## src/rtl/ast_pkg.sv

```systemverilog
// Constants for the asynchronous serial transmitter block
package ast_pkg;
  // ==========================================================================
  // Register byte offsets on the APB bus
  localparam logic [7:0] ADDR_TX_DATA   = 8'h00;
  localparam logic [7:0] ADDR_RX_DATA   = 8'h04;
  localparam logic [7:0] ADDR_BAUD_LOW  = 8'h08;
  localparam logic [7:0] ADDR_BAUD_HIGH = 8'h0C;
  localparam logic [7:0] ADDR_TX_CTRL   = 8'h10;
  localparam logic [7:0] ADDR_RX_CTRL   = 8'h14;
  localparam logic [7:0] ADDR_BAUD_CTRL = 8'h18;
  localparam logic [7:0] ADDR_FLAGS     = 8'h1C;
  localparam logic [7:0] ADDR_IRQ_EN    = 8'h20;

  // ==========================================================================
  // Field positions
  localparam int TXC_ENABLE  = 0;
  localparam int TXC_SYNC    = 1;
  localparam int TXC_NINE    = 2;
  localparam int TXC_NINTH_D = 3;
  localparam int TXC_SR_IDLE = 4;
  localparam int RXC_SERIAL_PORT_ENABLE    = 0;
  localparam int RXC_NINE    = 1;
  localparam int RXC_NINTH_D = 2;
  localparam int BDC_INVERT  = 0;
  localparam int BDC_WIDE    = 1;
  localparam int FLG_TX_EMPTY = 0;
  localparam int FLG_RX_READY = 1;
  localparam int IEN_TX_EMPTY = 0;

  // ==========================================================================
  // Reset values and timing
  localparam logic [7:0]  BYTE_RESET       = 8'h00;
  localparam logic [15:0] BAUD_RESET       = 16'h0000;
  localparam int          INSTR_CYCLE_CLKS = 4;
  localparam int          FLAG_HOLD_CLKS   = 2 * INSTR_CYCLE_CLKS - 1;
  localparam logic [3:0]  FRAME_BITS_8     = 4'hA;
  localparam logic [3:0]  FRAME_BITS_9     = 4'hB;

  typedef enum logic [1:0] {RX_IDLE, RX_START, RX_DATA, RX_STOP} ast_rx_state_type;
endpackage

```

## src/rtl/ast_transmitter.sv

```systemverilog
// Asynchronous serial transmitter with baud generator, receive path and APB registers
// How it works
// - Line uses NRZ levels and rests at mark when nothing is sent.
// - Frame is one start bit, eight or nine data bits, one stop bit.
// - Start bit is space, stop bit is mark.
// - Every bit lasts exactly one baud period.
// - Baud generator is selectable as 8 or 16 bits wide.
// - Data bits go least significant first, right after the start bit.
// - Receive and transmit share baud but have separate nine-bit selects; ninth bit may carry software parity.
// - Serial port enable turns the transmit pin into an output.
// - Turning the transmitter on sets the buffer empty flag.
// - A write to an empty shifter moves the data in at once.
// - A queued character loads right after the stop bit and starts at once.
// - Polarity bit inverts idle and data levels on the line.
// - Empty flag clear while a character waits in the buffer or the transmitter is off.
// - Empty flag shows the new state from the second instruction cycle after a write.
// - Empty flag is read-only.
// - Interrupt request only when enabled; the flag follows the buffer regardless.
// - Received data and ninth bit are double buffered.
// - Transmit data and ninth bit are double buffered.
// - Writing the low baud byte resets the baud counter.
// - Shift register is loaded only from the buffer and is hidden from software.
//
// The register addresses and the APB slave port are this design's own decisions.
`timescale 1ns/1ps
module ast_transmitter #(
  parameter int BAUD_WIDTH = 16
) (
  input  wire logic        clk,
  input  wire logic        sys_rst,
  input  wire logic        psel,
  input  wire logic        penable,
  input  wire logic        pwrite,
  input  wire logic [7:0]  paddr,
  input  wire logic [31:0] pwdata,
  output logic             pready,
  output logic [31:0]      prdata,
  output logic             pslverr,
  input  wire logic        rx_pin_in,
  output logic             transmit_clock_pin_out,
  output logic             transmit_clock_pin_oe_n,
  output logic             tx_irq_req
);
  // ==========================================================================
  // Register state
  logic [7:0]            tx_buf_ff;
  logic                  tx_buf9_ff;
  logic                  buf_full_ff;
  logic [BAUD_WIDTH-1:0] baud_div_ff;
  logic                  transmitter_enable_ff;
  logic                  sync_ff;
  logic                  tx_nine_ff;
  logic                  tx_ninth_ff;
  logic                  serial_port_enable_ff;
  logic                  rx_nine_ff;
  logic                  invert_ff;
  logic                  wide_ff;
  logic                  irq_en_ff;
  logic [31:0]           prdata_ff;
  logic                  flag_ff;
  logic [3:0]            hold_ff;

  // ==========================================================================
  // Transmit and receive state
  logic [BAUD_WIDTH-1:0] brg_cnt_ff;
  logic [10:0]           shift_ff;
  logic [3:0]            bits_ff;
  logic                  busy_ff;
  logic                  line_ff;
  logic                  rx_s1_ff;
  logic                  rx_s2_ff;
  logic                  rx_prev_ff;
  ast_pkg::ast_rx_state_type rx_state_ff;
  logic [BAUD_WIDTH-1:0] rx_cnt_ff;
  logic [3:0]            rx_idx_ff;
  logic [8:0]            rx_shift_ff;
  logic [7:0]            rx_hold_ff;
  logic                  rx_hold9_ff;
  logic                  rx_ready_ff;

  logic                  setup;
  logic                  access;
  logic                  wr;
  logic                  mapped;
  logic                  tx_write;
  logic                  low_write;
  logic                  rx_read;
  logic                  enabled;
  logic [BAUD_WIDTH-1:0] period;
  logic                  tick;
  logic                  shifter_free;
  logic                  load;
  logic                  nxt_flag;
  logic [31:0]           nxt_prdata;

  assign setup     = psel && !penable;
  assign access    = psel && penable;
  assign wr        = access && pwrite;
  assign tx_write  = wr && paddr == ast_pkg::ADDR_TX_DATA;
  assign low_write = wr && paddr == ast_pkg::ADDR_BAUD_LOW;
  assign rx_read   = access && !pwrite && paddr == ast_pkg::ADDR_RX_DATA;
  assign enabled   = serial_port_enable_ff && transmitter_enable_ff && !sync_ff;

  // Map is dense from offset zero up to the last register
  assign mapped    = paddr <= ast_pkg::ADDR_IRQ_EN && paddr[1:0] == 2'b00;

  // ==========================================================================
  // APB slave: zero wait states, error on unmapped addresses
  assign pready  = 1'b1;
  assign pslverr = access && !mapped;
  assign prdata  = prdata_ff;

  always_comb begin
    nxt_prdata = 32'h0000_0000;
    case (paddr)
      ast_pkg::ADDR_TX_DATA:   nxt_prdata[7:0] = tx_buf_ff;
      ast_pkg::ADDR_RX_DATA:   nxt_prdata[7:0] = rx_hold_ff;
      ast_pkg::ADDR_BAUD_LOW:  nxt_prdata[7:0] = baud_div_ff[7:0];
      ast_pkg::ADDR_BAUD_HIGH: nxt_prdata[7:0] = baud_div_ff[15:8];
      ast_pkg::ADDR_TX_CTRL: begin
        nxt_prdata[ast_pkg::TXC_ENABLE]  = transmitter_enable_ff;
        nxt_prdata[ast_pkg::TXC_SYNC]    = sync_ff;
        nxt_prdata[ast_pkg::TXC_NINE]    = tx_nine_ff;
        nxt_prdata[ast_pkg::TXC_NINTH_D] = tx_ninth_ff;
        nxt_prdata[ast_pkg::TXC_SR_IDLE] = !busy_ff;
      end
      ast_pkg::ADDR_RX_CTRL: begin
        nxt_prdata[ast_pkg::RXC_SERIAL_PORT_ENABLE]    = serial_port_enable_ff;
        nxt_prdata[ast_pkg::RXC_NINE]    = rx_nine_ff;
        nxt_prdata[ast_pkg::RXC_NINTH_D] = rx_hold9_ff;
      end
      ast_pkg::ADDR_BAUD_CTRL: begin
        nxt_prdata[ast_pkg::BDC_INVERT] = invert_ff;
        nxt_prdata[ast_pkg::BDC_WIDE]   = wide_ff;
      end
      ast_pkg::ADDR_FLAGS: begin
        nxt_prdata[ast_pkg::FLG_TX_EMPTY] = flag_ff;
        nxt_prdata[ast_pkg::FLG_RX_READY] = rx_ready_ff;
      end
      ast_pkg::ADDR_IRQ_EN: nxt_prdata[ast_pkg::IEN_TX_EMPTY] = irq_en_ff;
      default: nxt_prdata = 32'h0000_0000;
    endcase
  end

  always_ff @(posedge clk) begin
    if (sys_rst) begin
      prdata_ff <= 32'h0000_0000;
    end else if (setup && !pwrite) begin
      prdata_ff <= nxt_prdata;
    end
  end

  // Control registers; the empty flag has no write path
  always_ff @(posedge clk) begin
    if (sys_rst) begin
      baud_div_ff <= ast_pkg::BAUD_RESET;
      transmitter_enable_ff     <= 1'b0;
      sync_ff     <= 1'b0;
      tx_nine_ff  <= 1'b0;
      tx_ninth_ff <= 1'b0;
      serial_port_enable_ff     <= 1'b0;
      rx_nine_ff  <= 1'b0;
      invert_ff   <= 1'b0;
      wide_ff     <= 1'b0;
      irq_en_ff   <= 1'b0;
    end else if (wr) begin
      case (paddr)
        ast_pkg::ADDR_BAUD_LOW:  baud_div_ff[7:0]  <= pwdata[7:0];
        ast_pkg::ADDR_BAUD_HIGH: baud_div_ff[15:8] <= pwdata[7:0];
        ast_pkg::ADDR_TX_CTRL: begin
          transmitter_enable_ff     <= pwdata[ast_pkg::TXC_ENABLE];
          sync_ff     <= pwdata[ast_pkg::TXC_SYNC];
          tx_nine_ff  <= pwdata[ast_pkg::TXC_NINE];
          tx_ninth_ff <= pwdata[ast_pkg::TXC_NINTH_D];
        end
        ast_pkg::ADDR_RX_CTRL: begin
          serial_port_enable_ff    <= pwdata[ast_pkg::RXC_SERIAL_PORT_ENABLE];
          rx_nine_ff <= pwdata[ast_pkg::RXC_NINE];
        end
        ast_pkg::ADDR_BAUD_CTRL: begin
          invert_ff <= pwdata[ast_pkg::BDC_INVERT];
          wide_ff   <= pwdata[ast_pkg::BDC_WIDE];
        end
        ast_pkg::ADDR_IRQ_EN: irq_en_ff <= pwdata[ast_pkg::IEN_TX_EMPTY];
        default: ;
      endcase
    end
  end

  // ==========================================================================
  // Baud generator: period is divisor plus one clocks
  assign period = wide_ff ? baud_div_ff : {8'h00, baud_div_ff[7:0]};
  assign tick   = brg_cnt_ff == period;

  always_ff @(posedge clk) begin
    if (sys_rst) begin
      brg_cnt_ff <= ast_pkg::BAUD_RESET;
    end else if (low_write || load || tick) begin
      brg_cnt_ff <= ast_pkg::BAUD_RESET;
    end else begin
      brg_cnt_ff <= brg_cnt_ff + 16'h0001;
    end
  end

  // ==========================================================================
  // Transmit buffer, one character deep in front of the shifter
  assign shifter_free = !busy_ff || (tick && bits_ff == 4'h1);
  assign load         = enabled && buf_full_ff && shifter_free;

  always_ff @(posedge clk) begin
    if (sys_rst) begin
      tx_buf_ff   <= ast_pkg::BYTE_RESET;
      tx_buf9_ff  <= 1'b0;
      buf_full_ff <= 1'b0;
    end else if (tx_write) begin
      tx_buf_ff   <= pwdata[7:0];
      tx_buf9_ff  <= tx_ninth_ff;
      buf_full_ff <= 1'b1;
    end else if (load) begin
      buf_full_ff <= 1'b0;
    end
  end

  // Shifter; software never reaches it except through the buffer
  always_ff @(posedge clk) begin
    if (sys_rst || !enabled) begin
      shift_ff <= 11'h7FF;
      bits_ff  <= 4'h0;
      busy_ff  <= 1'b0;
      line_ff  <= 1'b1;
    end else if (load) begin
      shift_ff <= {1'b1, tx_nine_ff ? tx_buf9_ff : 1'b1, tx_buf_ff, 1'b0};
      bits_ff  <= tx_nine_ff ? ast_pkg::FRAME_BITS_9 : ast_pkg::FRAME_BITS_8;
      busy_ff  <= 1'b1;
      line_ff  <= 1'b0;
    end else if (busy_ff && tick) begin
      shift_ff <= {1'b1, shift_ff[10:1]};
      bits_ff  <= bits_ff - 4'h1;
      busy_ff  <= bits_ff != 4'h1;
      line_ff  <= bits_ff == 4'h1 ? 1'b1 : shift_ff[1];
    end
  end

  assign transmit_clock_pin_out  = line_ff ^ invert_ff;
  assign transmit_clock_pin_oe_n = !serial_port_enable_ff;

  // ==========================================================================
  // Empty flag; a write freezes it so early polling sees the old state
  assign nxt_flag = transmitter_enable_ff && !buf_full_ff;

  always_ff @(posedge clk) begin
    if (sys_rst) begin
      flag_ff <= 1'b0;
      hold_ff <= 4'h0;
    end else if (tx_write) begin
      hold_ff <= 4'(ast_pkg::FLAG_HOLD_CLKS);
    end else if (hold_ff != 4'h0) begin
      hold_ff <= hold_ff - 4'h1;
    end else begin
      flag_ff <= nxt_flag;
    end
  end

  assign tx_irq_req = flag_ff && irq_en_ff;

  // ==========================================================================
  // Receive path, mid-bit sampling, result held while the next arrives
  always_ff @(posedge clk) begin
    if (sys_rst) begin
      rx_s1_ff   <= 1'b1;
      rx_s2_ff   <= 1'b1;
      rx_prev_ff <= 1'b1;
    end else begin
      rx_s1_ff   <= rx_pin_in;
      rx_s2_ff   <= rx_s1_ff;
      rx_prev_ff <= rx_s2_ff;
    end
  end

  always_ff @(posedge clk) begin
    if (sys_rst || !serial_port_enable_ff) begin
      rx_state_ff <= ast_pkg::RX_IDLE;
      rx_cnt_ff   <= ast_pkg::BAUD_RESET;
      rx_idx_ff   <= 4'h0;
      rx_shift_ff <= 9'h000;
    end else begin
      rx_cnt_ff <= rx_cnt_ff + 16'h0001;
      case (rx_state_ff)
        ast_pkg::RX_IDLE: begin
          rx_cnt_ff <= ast_pkg::BAUD_RESET;
          if (rx_prev_ff && !rx_s2_ff) begin
            rx_state_ff <= ast_pkg::RX_START;
          end
        end
        ast_pkg::RX_START: begin
          if (rx_cnt_ff == (period >> 1)) begin
            rx_cnt_ff   <= ast_pkg::BAUD_RESET;
            rx_idx_ff   <= 4'h0;
            rx_state_ff <= rx_s2_ff ? ast_pkg::RX_IDLE : ast_pkg::RX_DATA;
          end
        end
        ast_pkg::RX_DATA: begin
          if (rx_cnt_ff == period) begin
            rx_cnt_ff   <= ast_pkg::BAUD_RESET;
            rx_shift_ff <= {rx_s2_ff, rx_shift_ff[8:1]};
            rx_idx_ff   <= rx_idx_ff + 4'h1;
            if (rx_idx_ff == (rx_nine_ff ? 4'h8 : 4'h7)) begin
              rx_state_ff <= ast_pkg::RX_STOP;
            end
          end
        end
        ast_pkg::RX_STOP: begin
          if (rx_cnt_ff == period) begin
            rx_state_ff <= ast_pkg::RX_IDLE;
          end
        end
        default: rx_state_ff <= ast_pkg::RX_IDLE;
      endcase
    end
  end

  // Good stop bit moves the character into the holding register
  always_ff @(posedge clk) begin
    if (sys_rst) begin
      rx_hold_ff  <= ast_pkg::BYTE_RESET;
      rx_hold9_ff <= 1'b0;
      rx_ready_ff <= 1'b0;
    end else if (serial_port_enable_ff && rx_state_ff == ast_pkg::RX_STOP && rx_cnt_ff == period && rx_s2_ff) begin
      rx_hold_ff  <= rx_nine_ff ? rx_shift_ff[7:0] : rx_shift_ff[8:1];
      rx_hold9_ff <= rx_nine_ff && rx_shift_ff[8];
      rx_ready_ff <= 1'b1;
    end else if (rx_read) begin
      rx_ready_ff <= 1'b0;
    end
  end
endmodule

```

## config.mk

```make
export PLATFORM = sky130hd
export DESIGN_NAME = ast_transmitter
export DESIGN_NICKNAME = d
export VERILOG_FILES = /design/src/rtl/ast_pkg.sv /design/src/rtl/ast_transmitter.sv
export SDC_FILE = /design/constraint.sdc
export NUM_CORES = 1
export LEC_CHECK = 0
export ABC_AREA = 1
export BUFFER_PORTS_ARGS = -buffer_cell sky130_fd_sc_hd__buf_2
export CORE_UTILIZATION = 50
export CTS_CLUSTER_DIAMETER = 60
export DETAILED_ROUTE_END_ITERATION = 8
export HOLD_SLACK_MARGIN = 0.12
export PLACE_DENSITY = 0.8
export SLEW_MARGIN = 20
export SYNTH_ARGS = -nofsm -noshare
export SYNTH_HDL_FRONTEND = slang
export SYNTH_SLANG_ARGS = --single-unit
```

## constraint.sdc

```tcl
create_clock -name clk -period 2.6 [get_ports clk]
set_input_delay 0.26 -clock clk [delete_from_list [all_inputs] [get_ports clk]]
set_output_delay 0.26 -clock clk [all_outputs]
set_load 0.01 [all_outputs]
```

==> impl_metrics.json, run 1 <==
{
  "status": "finished, final reports clean",
  "path_clk_slew_ns": 0.05,
  "yosys-top-cells-area": "dfxtp_1 (38%), nand2_1 (11%), inv_1 (8.2%)",
  "max_stage_delay_ns": 0.53,
  "final.setup.tns_ns": 0,
  "cp_common_cell": "nand2_1",
  "netlist_instances": 968,
  "critical-path-top-delay-family": "simple AND/OR/NAND/NOR gates",
  "dpl_cell_area_um2": 6770,
  "gp_congestion": 0.905,
  "most-common-layout-cells": "nand2_1 (184), inv_1 (143), dfxtp_1 (122)",
  "vias": 6210,
  "fmax_mhz": 464,
  "finalCritPeriodShare_pct": 82.8,
  "antenna_found_initial": 0,
  "grt_pass1_wl_um": 25300,
  "ant_nets": 0,
  "endpoint_kind": "flip-flop",
  "cts_tree": "built",
  "required_ns": 2.91,
  "powerDensity_nw_per_um2": 636,
  "slew_violations": 0,
  "criticalPathCategory": "reg -> reg",
  "num_rows": 41,
  "clk_latency_ns": 0.42,
  "power_mw": 4.70,
  "ctsRootBufferMaster": "clkbuf_16",
  "start_util_pct": 51.6,
  "cpMaxStageDelayCell": "dfxtp_2",
  "wl_um": 15600,
  "pin_count": 83,
  "path_max_fanout": 18,
  "htreeDepth": 4,
  "dp_hpwl_um": 11200,
  "track_usage_pct": 24.2,
  "fin_crit_ns": 2.15,
  "synth_sequential_area_ratio_pct": 37.6,
  "maxCapViolCount": 0,
  "portBuffers": 33,
  "coreArea_um2": 12700,
  "insertedDiodeCount": 0,
  "die_h_um": 116,
  "syn_area_um2": 6540,
  "grt_pass1_vias": 5304,
  "drtIter0Drc": 578,
  "fin_worst_skew_ns": 0.00890,
  "ys_ff_latch": 123,
  "post-place-ws_ns": 0.242,
  "crit_chain": "nand2_1 > xor2_1 > nor2_1 > nand2_1 > nor2_2 > nand3_2 > nand2_1 > nand3_1 > nand2_1 > nor2_1",
  "layout-drive-gt1-share_pct": 9.75,
  "grt_overflow": 0,
  "dr.pass1.iters": 6,
  "vdd_ir_drop_max_v": 0.000535,
  "grt_max_degree": 37,
  "fin_area_um2": 7380,
  "drcViolationCount": 0,
  "cts_buffers": 17,
  "final_common_cell": "nand2_1",
  "setup_viol": 0,
  "synth_top_area_share_pct": 37.6,
  "die_w_um": 116,
  "cts_sinks": 123,
  "hold_viol_final": 0,
  "whs_ns": 0.141,
  "rsz0062_at_grt": "no",
  "startpoint_type": "flip-flop",
  "yosys.area.top_type": "dfxtp_1",
  "worst_pin_slew_ns": 0.556,
  "ys_warn_count": 0,
  "die-area_um2": 13500,
  "nNetsFinal": 1057,
  "worst_slew_margin_rel_pct": 62.9,
  "via_per_inst": 5.23,
  "fin_ws_ns": 0.446,
  "postSynthAreaPerCell_um2": 6.76,
  "wl_per_cell_um": 13.1,
  "synth.distinct_cells": 37,
  "n_fill_cell": 1181,
  "syn_to_final_growth_pct": 12.9,
  "crit_buf_inv": 0,
  "hp-class": "in -> reg",
  "static-leakage-power_nw": 3.10,
  "clockBufferDepth": 2,
  "arrival_ns": 2.46
}
-- worst paths after layout --
| path | startpoint | to | slack (ns) | depth (start not counted) |
|---|---|---|---|---|
| worst max-delay path | wide_ff | rx_idx_ff[3] | 0.45 | 10 |
| worst min-delay path | pwdata[2] | tx_nine_ff | 0.14 | 3 |
| worst max register to register | wide_ff | rx_idx_ff[3] | 0.45 | 10 |
| worst min register to register | rx_s1_ff | rx_s2_ff | 0.43 | 1 |
-- final cells by class --
cell class | instances | area (um^2) | area share [%]
clock buffer | 21 | 460 | 6.24
timing repair buffer | 45 | 270 | 3.66
multi-input combinational | 670 | 3280 | 44.4
sequential | 123 | 2460 | 33.4
inverter | 147 | 552 | 7.47
clock inverter | 9 | 145 | 1.97
tap | 172 | 215 | 2.92
-- Yosys cell counts --
cell type,instances
inv_1,143
buf_4,27
nor3_1,21
nor4_2,1
nand4_1,14
inv_2,3
nand3b_1,1
nor3b_1,2
a211oi_1,3
a21oi_1,81
buf_1,1
nor2_1,98
buf_2,5
o21a_1,1
conb_1,2
nor3_2,2
a31oi_1,3
buf_6,6
ha_1,7
clkbuf_1,12
or2_2,6
clkinv_1,1
nor4_1,4
o21bai_1,1
nand2_2,4
o221ai_1,1
dfxtp_1,123
nand3_1,65
xor2_1,22
xnor2_1,11
o21ai_0,93
o22ai_1,8
nand3_2,4
nor2_2,5
o211ai_1,1
nand2_1,184
o31ai_1,2
-- cell families after synthesis --
| kind of cell | share of synthesized area, % |
|---|---|
| AND/OR/NAND/NOR | 27.4 |
| buffers and inverters | 13.7 |
| AO/OA/AOI/OAI | 15.4 |
| flip-flops | 37.6 |
| XOR/XNOR | 4.42 |
| adder cells (fa/ha/maj) | 1.34 |
| other | 0.115 |
-- per-layer routing --
metal	track usage, %	routed length (um)
met3	5.55	1050
met5	0	0
met2	38.1	7190
met4	9.91	437
met1	31.9	6880
-- report_power, final --
part | total [mW] | internal [mW] | leakage [nW] | switching [mW]
Clock | 2.45 | 1.63 | 0.302 | 0.818
Combinational | 0.292 | 0.105 | 1.80 | 0.187
Sequential | 1.96 | 1.93 | 0.993 | 0.0278
Total | 4.70 | 3.67 | 3.10 | 1.03
-- registers in the layout, indices dropped and copies added, names as in the netlist, 8 cells and up, named ones only --
signal / cells
shift_ff: 9
prdata: 8
tx_buf_ff: 8
baud_div_ff: 16
rx_hold_ff: 8
rx_shift_ff: 9
rx_cnt_ff: 16
brg_cnt_ff: 16
-- worst register-to-register path: cells and delay by family (launching register included) --
family	cells	cell delay, ns
xor+xnor	1	0.17
flops	1	0.53
simple gates	9	1.33
-- per-stage QoR --
step,cells,util [%]
after global routing,1187,58.3
final,1187,58.3
after floorplan,991,-
after global placement,1156,53.4
after detailed placement,1156,53.4
after CTS,1187,58.3
-- what timing repair did --
item,CTS,global route
endpoints found under the hold margin,1,0
gates resized for setup,0,1
buffers inserted,0,0
hold buffers,1,0
setup endpoints to repair,0,4
(Power assumes the default switching activity.)
==> run 2, diff against run 1 <==
==> constraint.sdc (replaced) <==
create_clock -name clk -period 2.3 [get_ports clk]
set_input_delay 0.23 -clock clk [delete_from_list [all_inputs] [get_ports clk]]
set_output_delay 0.23 -clock clk [all_outputs]
set_load 0.01 [all_outputs]
==> impl_metrics.json, run 2 (synthesized netlist as in run 1, its figures left out) <==
{
  "postCtsSetupRepairBufs": 0,
  "num_rows": 41,
  "htreeDepth": 4,
  "fin_ws_ns": 0.256,
  "whs_ns": 0.133,
  "syn_to_final_growth_pct": 13.3,
  "drtIter0Drc": 493,
  "ant_nets": 0,
  "die-area_um2": 13500,
  "hp-start": "pwdata[3]",
  "via_per_inst": 5.16,
  "antenna_found_initial": 0,
  "wl_per_cell_um": 13.0,
  "regToRegSetupSlack_ns": 0.26,
  "hold_viol_final": 0,
  "clockBufferDepth": 2,
  "r2r_cells": 12,
  "cts_buffers": 17,
  "endpoint_kind": "flip-flop",
  "start_util_pct": 51.6,
  "cts_tree": "built",
  "hold-path-cell-count": 3,
  "gp_congestion": 0.950,
  "layout-drive-gt1-share_pct": 9.74,
  "coreArea_um2": 12700,
  "status": "finished, final reports clean",
  "maxCapViolCount": 0,
  "static-leakage-power_nw": 3.11,
  "clk_latency_ns": 0.42,
  "track_usage_pct": 23.9,
  "utilization_pct": 58.5,
  "fin_area_um2": 7410,
  "powerDensity_nw_per_um2": 730,
  "wl_um": 15400,
  "top_regs": "baud_div_ff (16), brg_cnt_ff (16), rx_cnt_ff (16)",
  "post-place-ws_ns": 0.103,
  "grt_max_degree": 34,
  "path_max_fanout": 20,
  "finalCritPeriodShare_pct": 88.9,
  "final_common_cell": "nand2_1",
  "dr.pass1.iters": 5,
  "required_ns": 2.61,
  "cts_sinks": 123,
  "hold_end": "tx_ninth_ff",
  "grt_pass1_vias": 5423,
  "worst_slew_margin_rel_pct": 61.7,
  "die_h_um": 116,
  "startpoint_type": "flip-flop",
  "most-common-layout-cells": "nand2_1 (184), inv_1 (143), dfxtp_1 (122)",
  "die_w_um": 116,
  "vias": 6132,
  "grt_pass1_wl_um": 25100,
  "r2r_start": "baud_div_ff[6]",
  "dpl_cell_area_um2": 6760,
  "nNetsFinal": 1059,
  "portBuffers": 33,
  "fmax_mhz": 489,
  "grt_overflow": 0,
  "fin_worst_skew_ns": 0.00852,
  "insertedDiodeCount": 0,
  "pin_count": 83,
  "r2r_end": "shift_ff[6]",
  "drcViolationCount": 0,
  "ctsRootBufferMaster": "clkbuf_16",
  "worst_pin_slew_ns": 0.574,
  "rsz0062_at_grt": "no",
  "arrival_ns": 2.36,
  "vdd_ir_drop_max_v": 0.000570,
  "setup_viol": 0,
  "hp-class": "in -> reg",
  "slew_violations": 0,
  "criticalPathCategory": "reg -> reg",
  "fin_crit_ns": 2.04,
  "final.setup.tns_ns": 0,
  "path_clk_slew_ns": 0.05,
  "dp_hpwl_um": 11000
}
==> run 2: cell types whose count changed in the layout (fill, tap and decap cells not counted), sizes merged <==
cell / delta
clkinvlp: +1
buf: +1
bufinv: +1
clkinv: -3
dlygate4sd3: +1
==> run 2: cell type report <==
cell class / count / area [um^2]
inverters: 147 / 552
clock inverters: 8 / 168
well taps: 172 / 215
fillers: 1153 / 5260
multi-input cells: 670 / 3280
flip-flops and latches: 123 / 2460
repair buffers: 47 / 275
clock buffers: 21 / 460
==> run 2: timing repair <==
item,in CTS,in global routing
endpoints found under the setup margin,0,50
endpoints found under the hold margin,2,0
gates resized for setup,0,1
hold buffers,2,0
==> run 2: worst max path at each step <==
stage / startpoint / endpoint / slack (ns) / cells after the start
6_report: baud_div_ff[6] / shift_ff[6] / 0.26 / 12
3_3_place_gp: wide_ff / shift_ff[2] / 0.13 / 12
2_1_floorplan: rx_cnt_ff[0] / rx_cnt_ff[14] / 0.67 / 11
4_1_cts: wide_ff / rx_idx_ff[3] / 0.08 / 10
5_1_grt: baud_div_ff[7] / shift_ff[2] / 0.03 / 12
3_5_place_dp: wide_ff / rx_idx_ff[3] / 0.10 / 10
==> run 2: metal layers <==
layer  global-route usage, %  vias up  routed length, um
li1                        -     3145                  -
met1                    31.2     2753               6960
met2                    38.6      197               7070
met3                    4.57       37                995
met4                    10.4        0                419
met5                       0        -                  0
==> run 2: through the flow <==
stage | instances | total power [mW]
global route | 1188 | 5.57
CTS | 1188 | 5.43
finish | 1188 | 5.41
floorplan | 991 | 2.51
global placement | 1157 | 2.56
detailed placement | 1157 | 2.57
==> run 2: where the power goes <==
part | internal (mW) | total [mW] | switching (mW)
clock | 1.96 | 2.87 | 0.914
sequential | 2.18 | 2.21 | 0.0324
combinational | 0.120 | 0.330 | 0.210
total | 4.25 | 5.41 | 1.16
==> run 2: critical path, stage by stage, from the launching register on <==
cell,delay [ns]
dfxtp_1,0.41
inv_1,0.14
nand2_1,0.08
nand2_1,0.04
nor2_1,0.13
nand2_1,0.09
nor2_1,0.25
nand3_1,0.13
nand2_2,0.28
buf_4,0.21
o21ai_0,0.07
inv_1,0.06
nand2_1,0.04
==> run 3, diff against run 2 <==
--- a/config.mk
+++ b/config.mk
@@ -6,12 +6,15 @@
 export NUM_CORES = 1
 export LEC_CHECK = 0
 export ABC_AREA = 1
+export ABC_CLOCK_PERIOD_IN_PS = 2300
 export BUFFER_PORTS_ARGS = -buffer_cell sky130_fd_sc_hd__buf_2
-export CORE_UTILIZATION = 50
+export CELL_PAD_IN_SITES_DETAIL_PLACEMENT = 0
+export CELL_PAD_IN_SITES_GLOBAL_PLACEMENT = 1
+export CORE_UTILIZATION = 41
 export CTS_CLUSTER_DIAMETER = 60
 export DETAILED_ROUTE_END_ITERATION = 8
 export HOLD_SLACK_MARGIN = 0.12
-export PLACE_DENSITY = 0.8
+export PLACE_DENSITY = 0.89
 export SLEW_MARGIN = 20
 export SYNTH_ARGS = -nofsm -noshare
 export SYNTH_HDL_FRONTEND = slang
==> impl_metrics.json, run 3 (synthesized netlist as in run 1, its figures left out) <==
{
  "status": "finished, final reports clean",
  "insertedDiodeCount": 0,
  "pwr-share-seq_pct": 43.0,
  "hold-path-cell-count": 3,
  "track_usage_pct": 20.4,
  "die_w_um": 128,
  "die_h_um": 128,
  "worst_pin_slew_ns": 0.599,
  "top_regs": "baud_div_ff (16), brg_cnt_ff (16), rx_cnt_ff (16)",
  "vias": 5983,
  "critical-path-top-delay-family": "simple AND/OR/NAND/NOR gates",
  "grt_pass1_vias": 5181,
  "syn_to_final_growth_pct": 15.1,
  "portBuffers": 33,
  "crit_chain": "nand2_1 > xor2_1 > nor2_1 > nand2_1 > nor2_2 > nand3_2 > o21ai_0 > a21oi_1",
  "coreArea_um2": 15400,
  "top_layer_used": "met4",
  "stdcell_count": 1245,
  "power_mw": 5.13,
  "htreeDepth": 4,
  "ant_nets": 0,
  "fmax_mhz": 493,
  "whs_ns": 0.125,
  "r2r_start": "wide_ff",
  "drtIter0Drc": 360,
  "wl_per_cell_um": 12.8,
  "grt_max_degree": 27,
  "hold_end": "tx_ninth_ff",
  "nNetsFinal": 1074,
  "cts_tree": "built",
  "path_max_fanout": 14,
  "start_util_pct": 42.6,
  "fin_crit_ns": 2.03,
  "finalCritPeriodShare_pct": 88.2,
  "pwr-share-comb_pct": 6.1,
  "criticalPathCategory": "reg -> reg",
  "die-area_um2": 16500,
  "via_per_inst": 4.81,
  "dp_hpwl_um": 12000,
  "crit_buf_inv": 0,
  "final.setup.tns_ns": 0,
  "postCtsSetupRepairBufs": 0,
  "cts_buffers": 17,
  "required_ns": 2.59,
  "regToRegSetupSlack_ns": 0.27,
  "static-leakage-power_nw": 3.15,
  "fin_worst_skew_ns": 0.00636,
  "arrival_ns": 2.31,
  "hp-start": "pwdata[3]",
  "cp_common_cell": "nand2_1",
  "rsz0062_at_grt": "no",
  "clockBufferDepth": 2,
  "utilization_pct": 49.0,
  "num_rows": 45,
  "setup_viol": 0,
  "met3_length_um": 684,
  "clk_latency_ns": 0.41,
  "max_stage_delay_ns": 0.48,
  "dr.pass1.iters": 8,
  "route.met2.wl_um": 7150,
  "pin_count": 83,
  "path_clk_slew_ns": 0.06,
  "gp_congestion": 0.854,
  "ctsRootBufferMaster": "clkbuf_16",
  "clockPowerShare_pct": 50.9,
  "antenna_found_initial": 0,
  "final_common_cell": "nand2_1",
  "cts_sinks": 123,
  "r2r_end": "rx_hold_ff[3]",
  "internal_power_mw": 3.94,
  "slew_violations": 0,
  "crit_start": "wide_ff",
  "dp.cells": 1210,
  "grt_pass1_wl_um": 26000,
  "met1_length_um": 7860,
  "hold_viol_final": 0,
  "cpMaxStageDelayCell": "dfxtp_2",
  "startpoint_type": "flip-flop",
  "endpoint_kind": "flip-flop",
  "grt_overflow": 0,
  "switching_share_pct": 23.2,
  "r2r_cells": 8,
  "power.switching_mw": 1.19,
  "drcViolationCount": 0,
  "layout-drive-gt1-share_pct": 11.2,
  "wl_um": 15900,
  "vdd_ir_drop_max_v": 0.000508,
  "hp-class": "in -> reg",
  "maxCapViolCount": 0,
  "powerDensity_nw_per_um2": 682,
  "most-common-layout-cells": "nand2_1 (184), inv_1 (143), dfxtp_1 (122)",
  "worst_slew_margin_rel_pct": 60.0
}
## run 3: cell count changes in the layout (fill, tap and decap cells not counted), sizes merged
cell,before,now
buf,45,59
clkinvlp,1,6
bufinv,5,2
clkinv,3,4
dlygate4sd3,2,3
## run 3: area by class of cell
class / count / area, um^2
fill: 1568 / 7850
multi-input combinational: 670 / 3280
sequential: 123 / 2460
inverter: 147 / 552
clock buffer: 21 / 460
timing repair buffer: 62 / 390
tap: 211 / 264
clock inverter: 11 / 120
## run 3: layer usage
layer | up-vias | global-route usage [%]
met5 | - | 0
met4 | 0 | 6.92
met3 | 18 | 3.30
met2 | 128 | 32.0
met1 | 2669 | 28.3
li1 | 3168 | -
## run 3: metrics by stage
stage | cell area, um^2 | setup slack [ns]
after floorplan | 6630 | 0.668
after global placement | 6910 | 0.0920
after detailed placement | 6910 | 0.0920
after CTS | 7520 | 0.0769
after global routing | 7530 | 0.0372
final | 7530 | 0.272
## run 3: tightest hold or removal path: stages
cell	delay, ns
buf_2	0.13
nor2_1	0.06
nor2_1	0.08
## run 3: how the worst max path moves through the flow
stage | endpoint | cells past startpoint
finish | rx_hold_ff[3] | 8
global route | rx_cnt_ff[2] | 11
CTS | rx_hold_ff[3] | 8
detailed placement | rx_cnt_ff[0] | 10
global placement | rx_cnt_ff[0] | 10
floorplan | rx_cnt_ff[14] | 11
## run 3: power groups by stage
stage	sequential [mW]	combinational [mW]	clock, mW
3_5_place_dp	2.25	0.311	0
5_1_grt	2.21	0.369	2.75
2_1_floorplan	2.25	0.261	0
4_1_cts	2.21	0.314	2.65
6_report	2.21	0.314	2.61
3_3_place_gp	2.25	0.308	0
## run 3: what timing repair did
action | 4_1_cts | 5_1_grt
hold buffers | 3 | 0
hold endpoints to repair | 3 | 0
gates resized for setup | 0 | 1
endpoints found under the setup margin | 0 | 61
